[config.mk]
export PLATFORM = sky130hd
export DESIGN_NAME = pph_port_timer
export DESIGN_NICKNAME = d
export VERILOG_FILES = /design/src/logic/pph_pkg.sv /design/src/logic/pph_port_timer.sv /design/src/logic/pph_fifo.sv /design/src/logic/pph_hs_line.sv
export SDC_FILE = /design/constraint.sdc
export NUM_CORES = 1
export LEC_CHECK = 0
export ABC_AREA = 1
export BUFFER_PORTS_ARGS = -buffer_cell sky130_fd_sc_hd__buf_2
export CAP_MARGIN = 20
export CORE_AREA = 2 2 139 141
export CTS_CLUSTER_SIZE = 40
export DETAILED_ROUTE_END_ITERATION = 10
export DIE_AREA = 0 0 141 143
export PLACE_DENSITY = 0.75
export SLEW_MARGIN = 0
export SYNTH_ARGS = -nofsm -noshare
export SYNTH_HDL_FRONTEND = slang
export SYNTH_HIERARCHICAL = 1
export SYNTH_SLANG_ARGS = --single-unit
[constraint.sdc]
create_clock -name i_mclk -period 2.5 [get_ports i_mclk]
set_input_delay 0.25 -clock i_mclk [delete_from_list [all_inputs] [get_ports i_mclk]]
set_output_delay 0.25 -clock i_mclk [all_outputs]
set_load 0.03 [all_outputs]
[src/logic/pph_pkg.sv]
package pph_pkg;

	localparam int DATA_W = 8;
	localparam int CNT_W = 16;
	localparam int FIFO_DEPTH_DEF = 8;

	localparam logic [3:0] REG_PORT_B = 4'h0;
	localparam logic [3:0] REG_PORT_A = 4'h1;
	localparam logic [3:0] REG_DIR_B = 4'h2;
	localparam logic [3:0] REG_DIR_A = 4'h3;
	localparam logic [3:0] REG_T1_LO = 4'h4;
	localparam logic [3:0] REG_T1_HI = 4'h5;
	localparam logic [3:0] REG_T1_LATCH_LO = 4'h6;
	localparam logic [3:0] REG_T1_LATCH_HI = 4'h7;
	localparam logic [3:0] REG_AUX = 4'hb;
	localparam logic [3:0] REG_LINE_CFG = 4'hc;
	localparam logic [3:0] REG_FLAGS = 4'hd;
	localparam logic [3:0] REG_ENABLES = 4'he;
	localparam logic [3:0] REG_PORT_A_QUIET = 4'hf;

	localparam logic [7:0] REG_RESET = 8'h00;
	localparam logic [7:0] FLAG_IMPL_MASK = 8'h5b;

	// auxiliary_control fields
	localparam int AUX_PA_LATCH = 0;
	localparam int AUX_PB_LATCH = 1;
	localparam int AUX_T1_CONT = 6;
	localparam int AUX_T1_OUT = 7;

	// control_line_config fields
	localparam int CFG_A1_POL = 0;
	localparam int CFG_A2_LSB = 1;
	localparam int CFG_B1_POL = 4;
	localparam int CFG_B2_LSB = 5;
	localparam int CFG_L2_W = 3;

	// second control line modes
	localparam logic [2:0] L2_IN_NEG = 3'h0;
	localparam logic [2:0] L2_IN_NEG_IND = 3'h1;
	localparam logic [2:0] L2_IN_POS = 3'h2;
	localparam logic [2:0] L2_IN_POS_IND = 3'h3;
	localparam logic [2:0] L2_HANDSHAKE = 3'h4;
	localparam logic [2:0] L2_PULSE = 3'h5;
	localparam logic [2:0] L2_LOW = 3'h6;
	localparam logic [2:0] L2_HIGH = 3'h7;
	localparam int L2_OUT_BIT = 2;
	localparam int L2_POS_BIT = 1;
	localparam int L2_IND_BIT = 0;

	// flag and enable bit positions
	localparam int FLG_A2 = 0;
	localparam int FLG_A1 = 1;
	localparam int FLG_B2 = 3;
	localparam int FLG_B1 = 4;
	localparam int FLG_T1 = 6;
	localparam int FLG_ANY = 7;
	localparam int ENA_SET = 7;

	typedef struct packed {
		logic rd;
		logic wr;
		logic [3:0] rs;
		logic [7:0] wdata;
	} pph_bus_req_type;

	function automatic logic pph_active_edge(input logic pos, input logic prev, input logic cur);
		return pos ? (~prev & cur) : (prev & ~cur);
	endfunction

	function automatic logic [7:0] pph_by_dir(input logic [7:0] dir, input logic [7:0] out_val,
		input logic [7:0] in_val);
		return (dir & out_val) | (~dir & in_val);
	endfunction

endpackage

[src/logic/pph_port_timer.sv]
// Contract
// - direction bit 0 input, 1 output
// - output pin follows its output latch bit
// - latch writes stored while pin is input
// - port A reads live or A1-latched levels
// - port B outputs read latch, A reads pin
// - port B latched inputs captured on B1
// - A handshakes both ways, B writes only
// - A1 data-ready strobe sets a flag
// - A2 data-taken on port A read
// - line 2 data-ready cleared by line 1
// - line modes chosen by line config register
// - timer: two latches, counter decrements each cycle
// - zero sets timer flag, interrupt if enabled
// - continuous mode reloads from latches at zero
// - high counter write clears flag, loads, starts
// - one-shot high latch write leaves count alone
// - bit 7 pulse low from load to time-out
// - counter keeps counting after one-shot time-out
// - one-shot flag sets once per load
// - reset clears control, ports input, irq off
// - select 15 is port A without handshake
// - low counter read clears timer flag
// - bit 7 timer drive needs direction and enable
`timescale 1ns/100ps
module pph_port_timer
	import pph_pkg::*;
#(
	parameter int FIFO_DEPTH = FIFO_DEPTH_DEF
)
(
	input wire logic i_mclk,
	input wire logic i_rstn,
	input wire logic i_cs1,
	input wire logic i_cs2_n,
	input wire logic i_rw,
	input wire logic [3:0] i_rs,
	input wire logic [7:0] i_db,
	output logic [7:0] o_db,
	output logic o_db_oe,
	input wire logic [7:0] i_pa,
	output logic [7:0] o_pa,
	output logic [7:0] o_pa_oe,
	input wire logic i_ca1,
	input wire logic i_ca2,
	output logic o_ca2,
	output logic o_ca2_oe,
	input wire logic [7:0] i_pb,
	output logic [7:0] o_pb,
	output logic [7:0] o_pb_oe,
	input wire logic i_cb1,
	input wire logic i_cb2,
	output logic o_cb2,
	output logic o_cb2_oe,
	output logic o_irq_pull_low,
	output logic o_pa_capture_ready
);
	pph_bus_req_type req;
	logic acc_a, acc_b, rd_a_hs, wr_b;

	logic [7:0] ora_q, ora_d, orb_q, orb_d, port_a_direction_q, port_a_direction_d, port_b_direction_q, port_b_direction_d;
	logic [7:0] acr_q, acr_d, pcr_q, pcr_d;
	logic [6:0] ier_q, ier_d;

	logic ca1_prev_q, ca1_prev_d, cb1_prev_q, cb1_prev_d, a1_edge, b1_edge;
	logic a2_set, a2_clr, b2_set, b2_clr;

	logic [7:0] ifr_q, ifr_d, flg_set, flg_clr;

	logic [7:0] t1_lo_q, t1_lo_d, t1_hi_q, t1_hi_d;
	logic [CNT_W-1:0] t1_cnt_q, t1_cnt_d;
	logic t1_armed_q, t1_armed_d, t1_wave_q, t1_wave_d, t1_fire, t1_clr;

	logic [7:0] irb_q, irb_d, pa_hold_q, pa_hold_d;
	logic fifo_push, fifo_in_ready, fifo_valid, fifo_pop;
	logic [7:0] fifo_head, pa_in_val, pb_in_val;

	logic [7:0] rdata_q, rdata_d, pb_q, pb_d;
	logic db_oe_q, db_oe_d, irq_q, irq_d, cap_rdy_q, cap_rdy_d;

	// bus decode; one access per clock while selected
	always_comb
	begin
		req.rd = i_cs1 & ~i_cs2_n & i_rw;
		req.wr = i_cs1 & ~i_cs2_n & ~i_rw;
		req.rs = i_rs;
		req.wdata = i_db;
		acc_a = (req.rd | req.wr) & (req.rs == REG_PORT_A);
		acc_b = (req.rd | req.wr) & (req.rs == REG_PORT_B);
		rd_a_hs = req.rd & (req.rs == REG_PORT_A);
		wr_b = req.wr & (req.rs == REG_PORT_B);
	end

	// control registers
	always_comb
	begin
		ora_d = ora_q;
		orb_d = orb_q;
		port_a_direction_d = port_a_direction_q;
		port_b_direction_d = port_b_direction_q;
		acr_d = acr_q;
		pcr_d = pcr_q;
		ier_d = ier_q;
		if (req.wr)
		begin
			case (req.rs)
				REG_PORT_B: orb_d = req.wdata;
				REG_PORT_A, REG_PORT_A_QUIET: ora_d = req.wdata;
				REG_DIR_B: port_b_direction_d = req.wdata;
				REG_DIR_A: port_a_direction_d = req.wdata;
				REG_AUX: acr_d = req.wdata;
				REG_LINE_CFG: pcr_d = req.wdata;
				REG_ENABLES:
					ier_d = req.wdata[ENA_SET] ? (ier_q | req.wdata[6:0])
						: (ier_q & ~req.wdata[6:0]);
				default: ;
			endcase
		end
	end

	always_ff @(posedge i_mclk)
	begin
		if (!i_rstn)
		begin
			ora_q <= REG_RESET;
			orb_q <= REG_RESET;
			port_a_direction_q <= REG_RESET;
			port_b_direction_q <= REG_RESET;
			acr_q <= REG_RESET;
			pcr_q <= REG_RESET;
			ier_q <= REG_RESET[6:0];
		end
		else
		begin
			ora_q <= ora_d;
			orb_q <= orb_d;
			port_a_direction_q <= port_a_direction_d;
			port_b_direction_q <= port_b_direction_d;
			acr_q <= acr_d;
			pcr_q <= pcr_d;
			ier_q <= ier_d;
		end
	end

	// first control lines: edge detect with selectable polarity
	always_comb
	begin
		ca1_prev_d = i_ca1;
		cb1_prev_d = i_cb1;
		a1_edge = pph_active_edge(pcr_q[CFG_A1_POL], ca1_prev_q, i_ca1);
		b1_edge = pph_active_edge(pcr_q[CFG_B1_POL], cb1_prev_q, i_cb1);
	end

	always_ff @(posedge i_mclk)
	begin
		if (!i_rstn)
		begin
			ca1_prev_q <= 1'b0;
			cb1_prev_q <= 1'b0;
		end
		else
		begin
			ca1_prev_q <= ca1_prev_d;
			cb1_prev_q <= cb1_prev_d;
		end
	end

	// port A line 2 handshakes on reads and writes of the port
	pph_hs_line u_a2 (
		.i_mclk(i_mclk),
		.i_rstn(i_rstn),
		.i_mode(pcr_q[CFG_A2_LSB +: CFG_L2_W]),
		.i_line_in(i_ca2),
		.i_trigger(acc_a),
		.i_access(acc_a),
		.i_done(a1_edge),
		.o_line(o_ca2),
		.o_oe(o_ca2_oe),
		.o_flag_set(a2_set),
		.o_flag_clr(a2_clr)
	);

	// port B line 2 handshakes on writes only
	pph_hs_line u_b2 (
		.i_mclk(i_mclk),
		.i_rstn(i_rstn),
		.i_mode(pcr_q[CFG_B2_LSB +: CFG_L2_W]),
		.i_line_in(i_cb2),
		.i_trigger(wr_b),
		.i_access(acc_b),
		.i_done(b1_edge),
		.o_line(o_cb2),
		.o_oe(o_cb2_oe),
		.o_flag_set(b2_set),
		.o_flag_clr(b2_clr)
	);

	// flags: a set in the same cycle as a clear wins
	always_comb
	begin
		flg_set = '0;
		flg_set[FLG_A1] = a1_edge;
		flg_set[FLG_B1] = b1_edge;
		flg_set[FLG_A2] = a2_set;
		flg_set[FLG_B2] = b2_set;
		flg_set[FLG_T1] = t1_fire;
		flg_clr = '0;
		if (req.wr && req.rs == REG_FLAGS)
			flg_clr = req.wdata;
		flg_clr[FLG_A1] = flg_clr[FLG_A1] | acc_a;
		flg_clr[FLG_A2] = flg_clr[FLG_A2] | a2_clr;
		flg_clr[FLG_B1] = flg_clr[FLG_B1] | acc_b;
		flg_clr[FLG_B2] = flg_clr[FLG_B2] | b2_clr;
		flg_clr[FLG_T1] = flg_clr[FLG_T1] | t1_clr;
		ifr_d = ((ifr_q & ~flg_clr) | flg_set) & FLAG_IMPL_MASK;
		irq_d = |(ifr_q[6:0] & ier_q);
	end

	always_ff @(posedge i_mclk)
	begin
		if (!i_rstn)
		begin
			ifr_q <= REG_RESET;
			irq_q <= 1'b0;
		end
		else
		begin
			ifr_q <= ifr_d;
			irq_q <= irq_d;
		end
	end

	// timer one; latches and counter are not cleared by reset, and the counter keeps decrementing through it
	always_comb
	begin
		t1_lo_d = t1_lo_q;
		t1_hi_d = t1_hi_q;
		t1_armed_d = t1_armed_q;
		t1_wave_d = t1_wave_q;
		t1_cnt_d = t1_cnt_q - 1'b1;
		t1_clr = (req.wr && req.rs == REG_T1_HI) || (req.rd && req.rs == REG_T1_LO);
		t1_fire = (t1_cnt_q == '0) & (t1_armed_q | acr_q[AUX_T1_CONT]);
		if (t1_fire)
		begin
			t1_armed_d = 1'b0;
			t1_wave_d = acr_q[AUX_T1_CONT] ? ~t1_wave_q : 1'b1;
		end
		if (t1_cnt_q == '0 && acr_q[AUX_T1_CONT])
			t1_cnt_d = {t1_hi_q, t1_lo_q};
		if (req.wr)
		begin
			case (req.rs)
				REG_T1_LO, REG_T1_LATCH_LO: t1_lo_d = req.wdata;
				REG_T1_LATCH_HI: t1_hi_d = req.wdata;
				REG_T1_HI:
				begin
					t1_hi_d = req.wdata;
					t1_cnt_d = {req.wdata, t1_lo_q};
					t1_armed_d = 1'b1;
					t1_wave_d = 1'b0;
				end
				default: ;
			endcase
		end
	end

	always_ff @(posedge i_mclk)
	begin
		t1_lo_q <= t1_lo_d;
		t1_hi_q <= t1_hi_d;
		t1_cnt_q <= t1_cnt_d;
	end

	always_ff @(posedge i_mclk)
	begin
		if (!i_rstn)
		begin
			t1_armed_q <= 1'b0;
			t1_wave_q <= 1'b1;
		end
		else
		begin
			t1_armed_q <= t1_armed_d;
			t1_wave_q <= t1_wave_d;
		end
	end

	// latched port A captures queue up so a burst of up to FIFO_DEPTH strobes is not lost
	always_comb
	begin
		fifo_push = a1_edge & acr_q[AUX_PA_LATCH];
		fifo_pop = rd_a_hs & acr_q[AUX_PA_LATCH] & fifo_valid;
		pa_hold_d = fifo_pop ? fifo_head : pa_hold_q;
		irb_d = b1_edge ? i_pb : irb_q;
		cap_rdy_d = fifo_in_ready;
	end

	pph_fifo #(
		.WIDTH(DATA_W),
		.DEPTH(FIFO_DEPTH)
	) u_pa_fifo (
		.i_mclk(i_mclk),
		.i_rstn(i_rstn),
		.i_valid(fifo_push),
		.o_ready(fifo_in_ready),
		.i_data(i_pa),
		.o_valid(fifo_valid),
		.i_ready(fifo_pop),
		.o_data(fifo_head)
	);

	always_ff @(posedge i_mclk)
	begin
		if (!i_rstn)
		begin
			pa_hold_q <= REG_RESET;
			irb_q <= REG_RESET;
			cap_rdy_q <= 1'b0;
		end
		else
		begin
			pa_hold_q <= pa_hold_d;
			irb_q <= irb_d;
			cap_rdy_q <= cap_rdy_d;
		end
	end

	// read data and pin drive
	always_comb
	begin
		pa_in_val = i_pa;
		if (acr_q[AUX_PA_LATCH])
			pa_in_val = fifo_valid ? fifo_head : pa_hold_q;
		pb_in_val = acr_q[AUX_PB_LATCH] ? irb_q : i_pb;
		rdata_d = '0;
		case (req.rs)
			REG_PORT_B: rdata_d = pph_by_dir(port_b_direction_q, orb_q, pb_in_val);
			REG_PORT_A, REG_PORT_A_QUIET: rdata_d = pph_by_dir(port_a_direction_q, i_pa, pa_in_val);
			REG_DIR_B: rdata_d = port_b_direction_q;
			REG_DIR_A: rdata_d = port_a_direction_q;
			REG_T1_LO: rdata_d = t1_cnt_q[7:0];
			REG_T1_HI: rdata_d = t1_cnt_q[15:8];
			REG_T1_LATCH_LO: rdata_d = t1_lo_q;
			REG_T1_LATCH_HI: rdata_d = t1_hi_q;
			REG_AUX: rdata_d = acr_q;
			REG_LINE_CFG: rdata_d = pcr_q;
			REG_FLAGS:
			begin
				rdata_d = ifr_q;
				rdata_d[FLG_ANY] = |(ifr_q[6:0] & ier_q);
			end
			REG_ENABLES: rdata_d = {1'b0, ier_q};
			default: rdata_d = '0;
		endcase
		if (!req.rd)
			rdata_d = '0;
		db_oe_d = req.rd;
		pb_d = orb_q;
		if (port_b_direction_q[7] && acr_q[AUX_T1_OUT])
			pb_d[7] = t1_wave_q;
	end

	always_ff @(posedge i_mclk)
	begin
		if (!i_rstn)
		begin
			rdata_q <= REG_RESET;
			db_oe_q <= 1'b0;
			pb_q <= REG_RESET;
		end
		else
		begin
			rdata_q <= rdata_d;
			db_oe_q <= db_oe_d;
			pb_q <= pb_d;
		end
	end

	always_comb
	begin
		o_db = rdata_q;
		o_db_oe = db_oe_q;
		o_pa = ora_q;
		o_pa_oe = port_a_direction_q;
		o_pb = pb_q;
		o_pb_oe = port_b_direction_q;
		o_irq_pull_low = irq_q;
		o_pa_capture_ready = cap_rdy_q;
	end
endmodule

[src/logic/pph_fifo.sv]
`timescale 1ns/100ps
module pph_fifo
	import pph_pkg::*;
#(
	parameter int WIDTH = DATA_W,
	parameter int DEPTH = FIFO_DEPTH_DEF
)
(
	input wire logic i_mclk,
	input wire logic i_rstn,
	input wire logic i_valid,
	output logic o_ready,
	input wire logic [WIDTH-1:0] i_data,
	output logic o_valid,
	input wire logic i_ready,
	output logic [WIDTH-1:0] o_data
);
	localparam int AW = (DEPTH > 1) ? $clog2(DEPTH) : 1;
	localparam logic [AW:0] FULL_CNT = (AW+1)'(DEPTH);
	localparam logic [AW-1:0] LAST_IDX = AW'(DEPTH - 1);

	logic [WIDTH-1:0] mem_q [DEPTH];
	logic [WIDTH-1:0] mem_d [DEPTH];
	logic [AW-1:0] wr_q, wr_d, rd_q, rd_d;
	logic [AW:0] cnt_q, cnt_d;
	logic push, pop;

	always_comb
	begin
		o_ready = cnt_q != FULL_CNT;
		o_valid = cnt_q != '0;
		o_data = mem_q[rd_q];
		push = i_valid & o_ready;
		pop = o_valid & i_ready;
		mem_d = mem_q;
		wr_d = wr_q;
		rd_d = rd_q;
		if (push)
		begin
			mem_d[wr_q] = i_data;
			wr_d = (wr_q == LAST_IDX) ? '0 : wr_q + 1'b1;
		end
		if (pop)
			rd_d = (rd_q == LAST_IDX) ? '0 : rd_q + 1'b1;
		cnt_d = cnt_q + (AW+1)'(push) - (AW+1)'(pop);
	end

	always_ff @(posedge i_mclk)
	begin
		mem_q <= mem_d;
		if (!i_rstn)
		begin
			wr_q <= '0;
			rd_q <= '0;
			cnt_q <= '0;
		end
		else
		begin
			wr_q <= wr_d;
			rd_q <= rd_d;
			cnt_q <= cnt_d;
		end
	end
endmodule

[src/logic/pph_hs_line.sv]
`timescale 1ns/100ps
module pph_hs_line
	import pph_pkg::*;
(
	input wire logic i_mclk,
	input wire logic i_rstn,
	input wire logic [2:0] i_mode,
	input wire logic i_line_in,
	input wire logic i_trigger,
	input wire logic i_access,
	input wire logic i_done,
	output logic o_line,
	output logic o_oe,
	output logic o_flag_set,
	output logic o_flag_clr
);
	logic prev_q, prev_d, out_q, out_d;

	always_comb
	begin
		prev_d = i_line_in;
		o_oe = i_mode[L2_OUT_BIT];
		o_flag_set = ~i_mode[L2_OUT_BIT] & pph_active_edge(i_mode[L2_POS_BIT], prev_q, i_line_in);
		// independent input mode leaves the flag alone on port access
		o_flag_clr = i_access & ~(~i_mode[L2_OUT_BIT] & i_mode[L2_IND_BIT]);
		o_line = out_q;
		out_d = 1'b1;
		case (i_mode)
			L2_HANDSHAKE:
			begin
				out_d = out_q;
				if (i_done)
					out_d = 1'b1;
				if (i_trigger)
					out_d = 1'b0;
			end
			L2_PULSE: out_d = ~i_trigger;
			L2_LOW: out_d = 1'b0;
			default: out_d = 1'b1;
		endcase
	end

	always_ff @(posedge i_mclk)
	begin
		if (!i_rstn)
		begin
			prev_q <= 1'b0;
			out_q <= 1'b1;
		end
		else
		begin
			prev_q <= prev_d;
			out_q <= out_d;
		end
	end
endmodule

==> results.toml <==
[status]
outcome = "finished, final reports clean"

[cts]
htreeDepth = 1
insertion_delay_ns = 0.52
cts.reportedPaths.clkPinSlew_ns = 0.06
cts_tree = "done"
cts.sinks = 209
cts_made_buffers = 23
clock_path_buffers = 3
root_buffer = "clkbuf_16"

[synthesis]
synth_ff_type = "dfxtp_1"
syn_area_per_cell_sq_um = 7.64
synth_common_cells = "nand2_1, inv_1, nor2_1"
ys_seq_area_share_pct = 50.5
synth.cell_area_sq_um = 9870
synth.most_common_cell = "nand2_1"
synth_top_area_share_pct = 26.2
synth_edf_count = 80
synthArstFlopShare_pct = 0
syn_inst = 1292
synth_nets = 1341
yosysWarnings = 6
synthTopCellsByArea = "dfxtp_1, edfxtp_1, nand2_1, inv_1, o21ai_0"
synth-seq-cells = 209
ys_types = 35
yosys.area.top_type = "dfxtp_1"

[setup_path]
r2r_setup_slack_ns = 0.24
cp_data_arrival_time_ns = 2.65
cp_max_fo = 3
worstSetupPathType = "reg2reg"
worst_setup_path_end_kind = "flop"
critPathRequiredTime_ns = 2.89
startpoint = "u_pa_fifo/cnt_q[2]$_SDFF_PN0_"
setup.worst_path.start_class = "flop"
timing.rr.start = "u_pa_fifo/cnt_q[2]$_SDFF_PN0_"
r2r_cells = 15
r2r_end = "u_pa_fifo/cnt_q[1]$_SDFF_PN0_"

[worst_hold_path]
min_path_type = "in2reg"
holdPathEnd = "irb_q[2]$_SDFFE_PN0P_"
min_path_cells = 3
hp-start = "i_pb[2]"

[sta]
fin_setup_tns_ns = 0
final.min_clock_period_ns = 2.26
final-setup-viol-count = 0
rsz0062_at_grt = "false"
hold_viol_final = 0
whs_ns = 0.0105
maxSlewHeadroom_pct = 43.5
max_slew.worst_pin.slew_ns = 0.847
period_share_pct = 90.3
drv_slew = 0
clock.fmax_mhz = 443
fin_skew_ns = 0.0213

[floorplanning]
die-area_sq_um = 20200
die_h_um = 143
start_util_pct = 53.1
core_sq_um = 18600
ios = 84
die_x_um = 141
num_rows = 50

[route]
via_per_inst = 5.17
wl_mm = 25.6
drt-initial-drc-count = 732
num_vias = 8499
antenna_left = 0
drt-wirelength-per-cell_um = 15.6
drcViolationCount = 0
firstDrtPassIters = 5

[pwr]
clkPwrFrac_pct = 44.3
power.leakage_nw = 5.19
switchingPower_mw = 1.84
p_comb_share_pct = 7.2
peakVddDrop_mv = 0.568
power_frac_seq_pct = 48.5
p_sw_share_pct = 23.8
p_int_mw = 5.92
p_per_area_nw_per_um2 = 682

[global_routing]
grt_max_degree = 93
grt_overflow = 0
antenna_found_initial = 1
grt_first_pass_wirelength_mm = 40.6
grt_usage_pct = 25.4
grt_pass1_vias = 7864

[placed_design]
dp_cells = 1591
io_buffers = 83
gp_congestion = 0.948
dp_hpwl_mm = 17.9

[final_layout]
diodes = 0
drive_gt1_share_pct = 13.6
finalNonFillerCells = 1644
syn2layout_area_growth_pct = 15.4
fillers = 1613
largest-register = "u_pa_fifo/mem_q"
largest_reg_flops = 64
top_regs = "u_pa_fifo/mem_q: 64 flops, t1_cnt_q: 16 flops"
nNetsFinal = 1442

[job]
max_cap_violations = 0
-- timing repair --
action,in CTS,in global routing
gates resized for setup,0,2
setup endpoints to repair,0,2
hold buffers,11,0
endpoints found under the hold margin,11,0
setup buffers,0,0
-- per-stage QoR --
stage | setup WS, ns | total power, mW | util, % | instance area (sq um)
3_5_place_dp | 0.175 | 4.38 | 56.6 | 10500
4_1_cts | 0.125 | 7.80 | 61.3 | 11400
2_1_floorplan | 0.0918 | 4.17 | - | 9870
6_report | 0.241 | 7.77 | 61.3 | 11400
3_3_place_gp | 0.254 | 4.36 | 56.6 | 10500
5_1_grt | 0.0264 | 8.04 | 61.3 | 11400
-- cell usage in the layout (no fill, tap or decap), types with 9 or more instances in the layout --
cell           synthesis  routed
nand3_1               67      67
nor3_1                14      14
buf_2                 10      83
nand2_1              331     331
nor2_2                 8       9
dlygate4sd3_1          0      11
a21oi_1               74      74
nand3b_1              12      12
edfxtp_1              80      80
inv_2                 12      12
dfxtp_1              129     129
inv_1                181     181
buf_4                  8      27
ha_1                  11      11
o21ai_0              124     123
clkbuf_16              0      23
nor2_1               157     156
-- layout make-up --
cell class,count,area [sq um],share of cell area (%)
Sequential cell,209,4980,43.7
Multi-Input combinational cell,843,3880,34.1
Inverter,195,737,6.47
Timing Repair Buffer,121,728,6.39
Clock buffer,30,622,5.46
Tap cell,234,293,2.57
Clock inverter,12,149,1.31
-- worst max-delay path: stages, from the launching register on --
cell	delay [ns]
dfxtp_1	0.30
inv_1	0.06
ha_1	0.20
nand2_1	0.10
inv_1	0.06
nor3_1	0.13
nand2_1	0.09
inv_1	0.08
nand2_1	0.10
inv_1	0.07
ha_1	0.21
inv_1	0.05
ha_1	0.18
fa_1	0.42
nand2_1	0.08
inv_1	0.05
-- power by group through the flow --
stage,Combinational [mW],Sequential [mW],Clock (mW)
2_1_floorplan,0.352,3.82,0
3_3_place_gp,0.525,3.84,0
3_5_place_dp,0.537,3.84,0
4_1_cts,0.554,3.77,3.47
5_1_grt,0.620,3.79,3.63
6_report,0.560,3.77,3.44
-- kinds of logic (layout without fill, tap and decap cells) --
kind of cell             count (synthesis)  in the layout  synth area share [%]
AND/OR/NAND/NOR                        614            614                  26.1
buffers and inverters                  240            358                  10.2
AO/OA/AOI/OAI                          210            210                  11.0
flip-flops                             209            209                  50.5
adder cells (fa/ha/maj)                 12             12                  1.60
XOR/XNOR                                 7              7                 0.621
-- how the worst max path moves through the flow --
stage	to	slack, ns	depth (start not counted)
6_report	u_pa_fifo/cnt_q[1]$_SDFF_PN0_	0.24	15
5_1_grt	u_pa_fifo/cnt_q[2]$_SDFF_PN0_	0.03	16
4_1_cts	u_pa_fifo/cnt_q[1]$_SDFF_PN0_	0.12	14
3_5_place_dp	u_pa_fifo/cnt_q[1]$_SDFF_PN0_	0.18	13
3_3_place_gp	u_pa_fifo/cnt_q[2]$_SDFF_PN0_	0.25	14
2_1_floorplan	u_pa_fifo/cnt_q[1]$_SDFF_PN0_	0.09	15
-- routing by layer --
layer  vias up  track usage (%)  routed length, um
met3        56             3.49               1690
met2       300             42.3              12000
met1      3854             34.4              11200
li1       4289                -                  -
met5         -                0                  0
met4         0             8.58                745
Power figures use the tool's default switching activity.
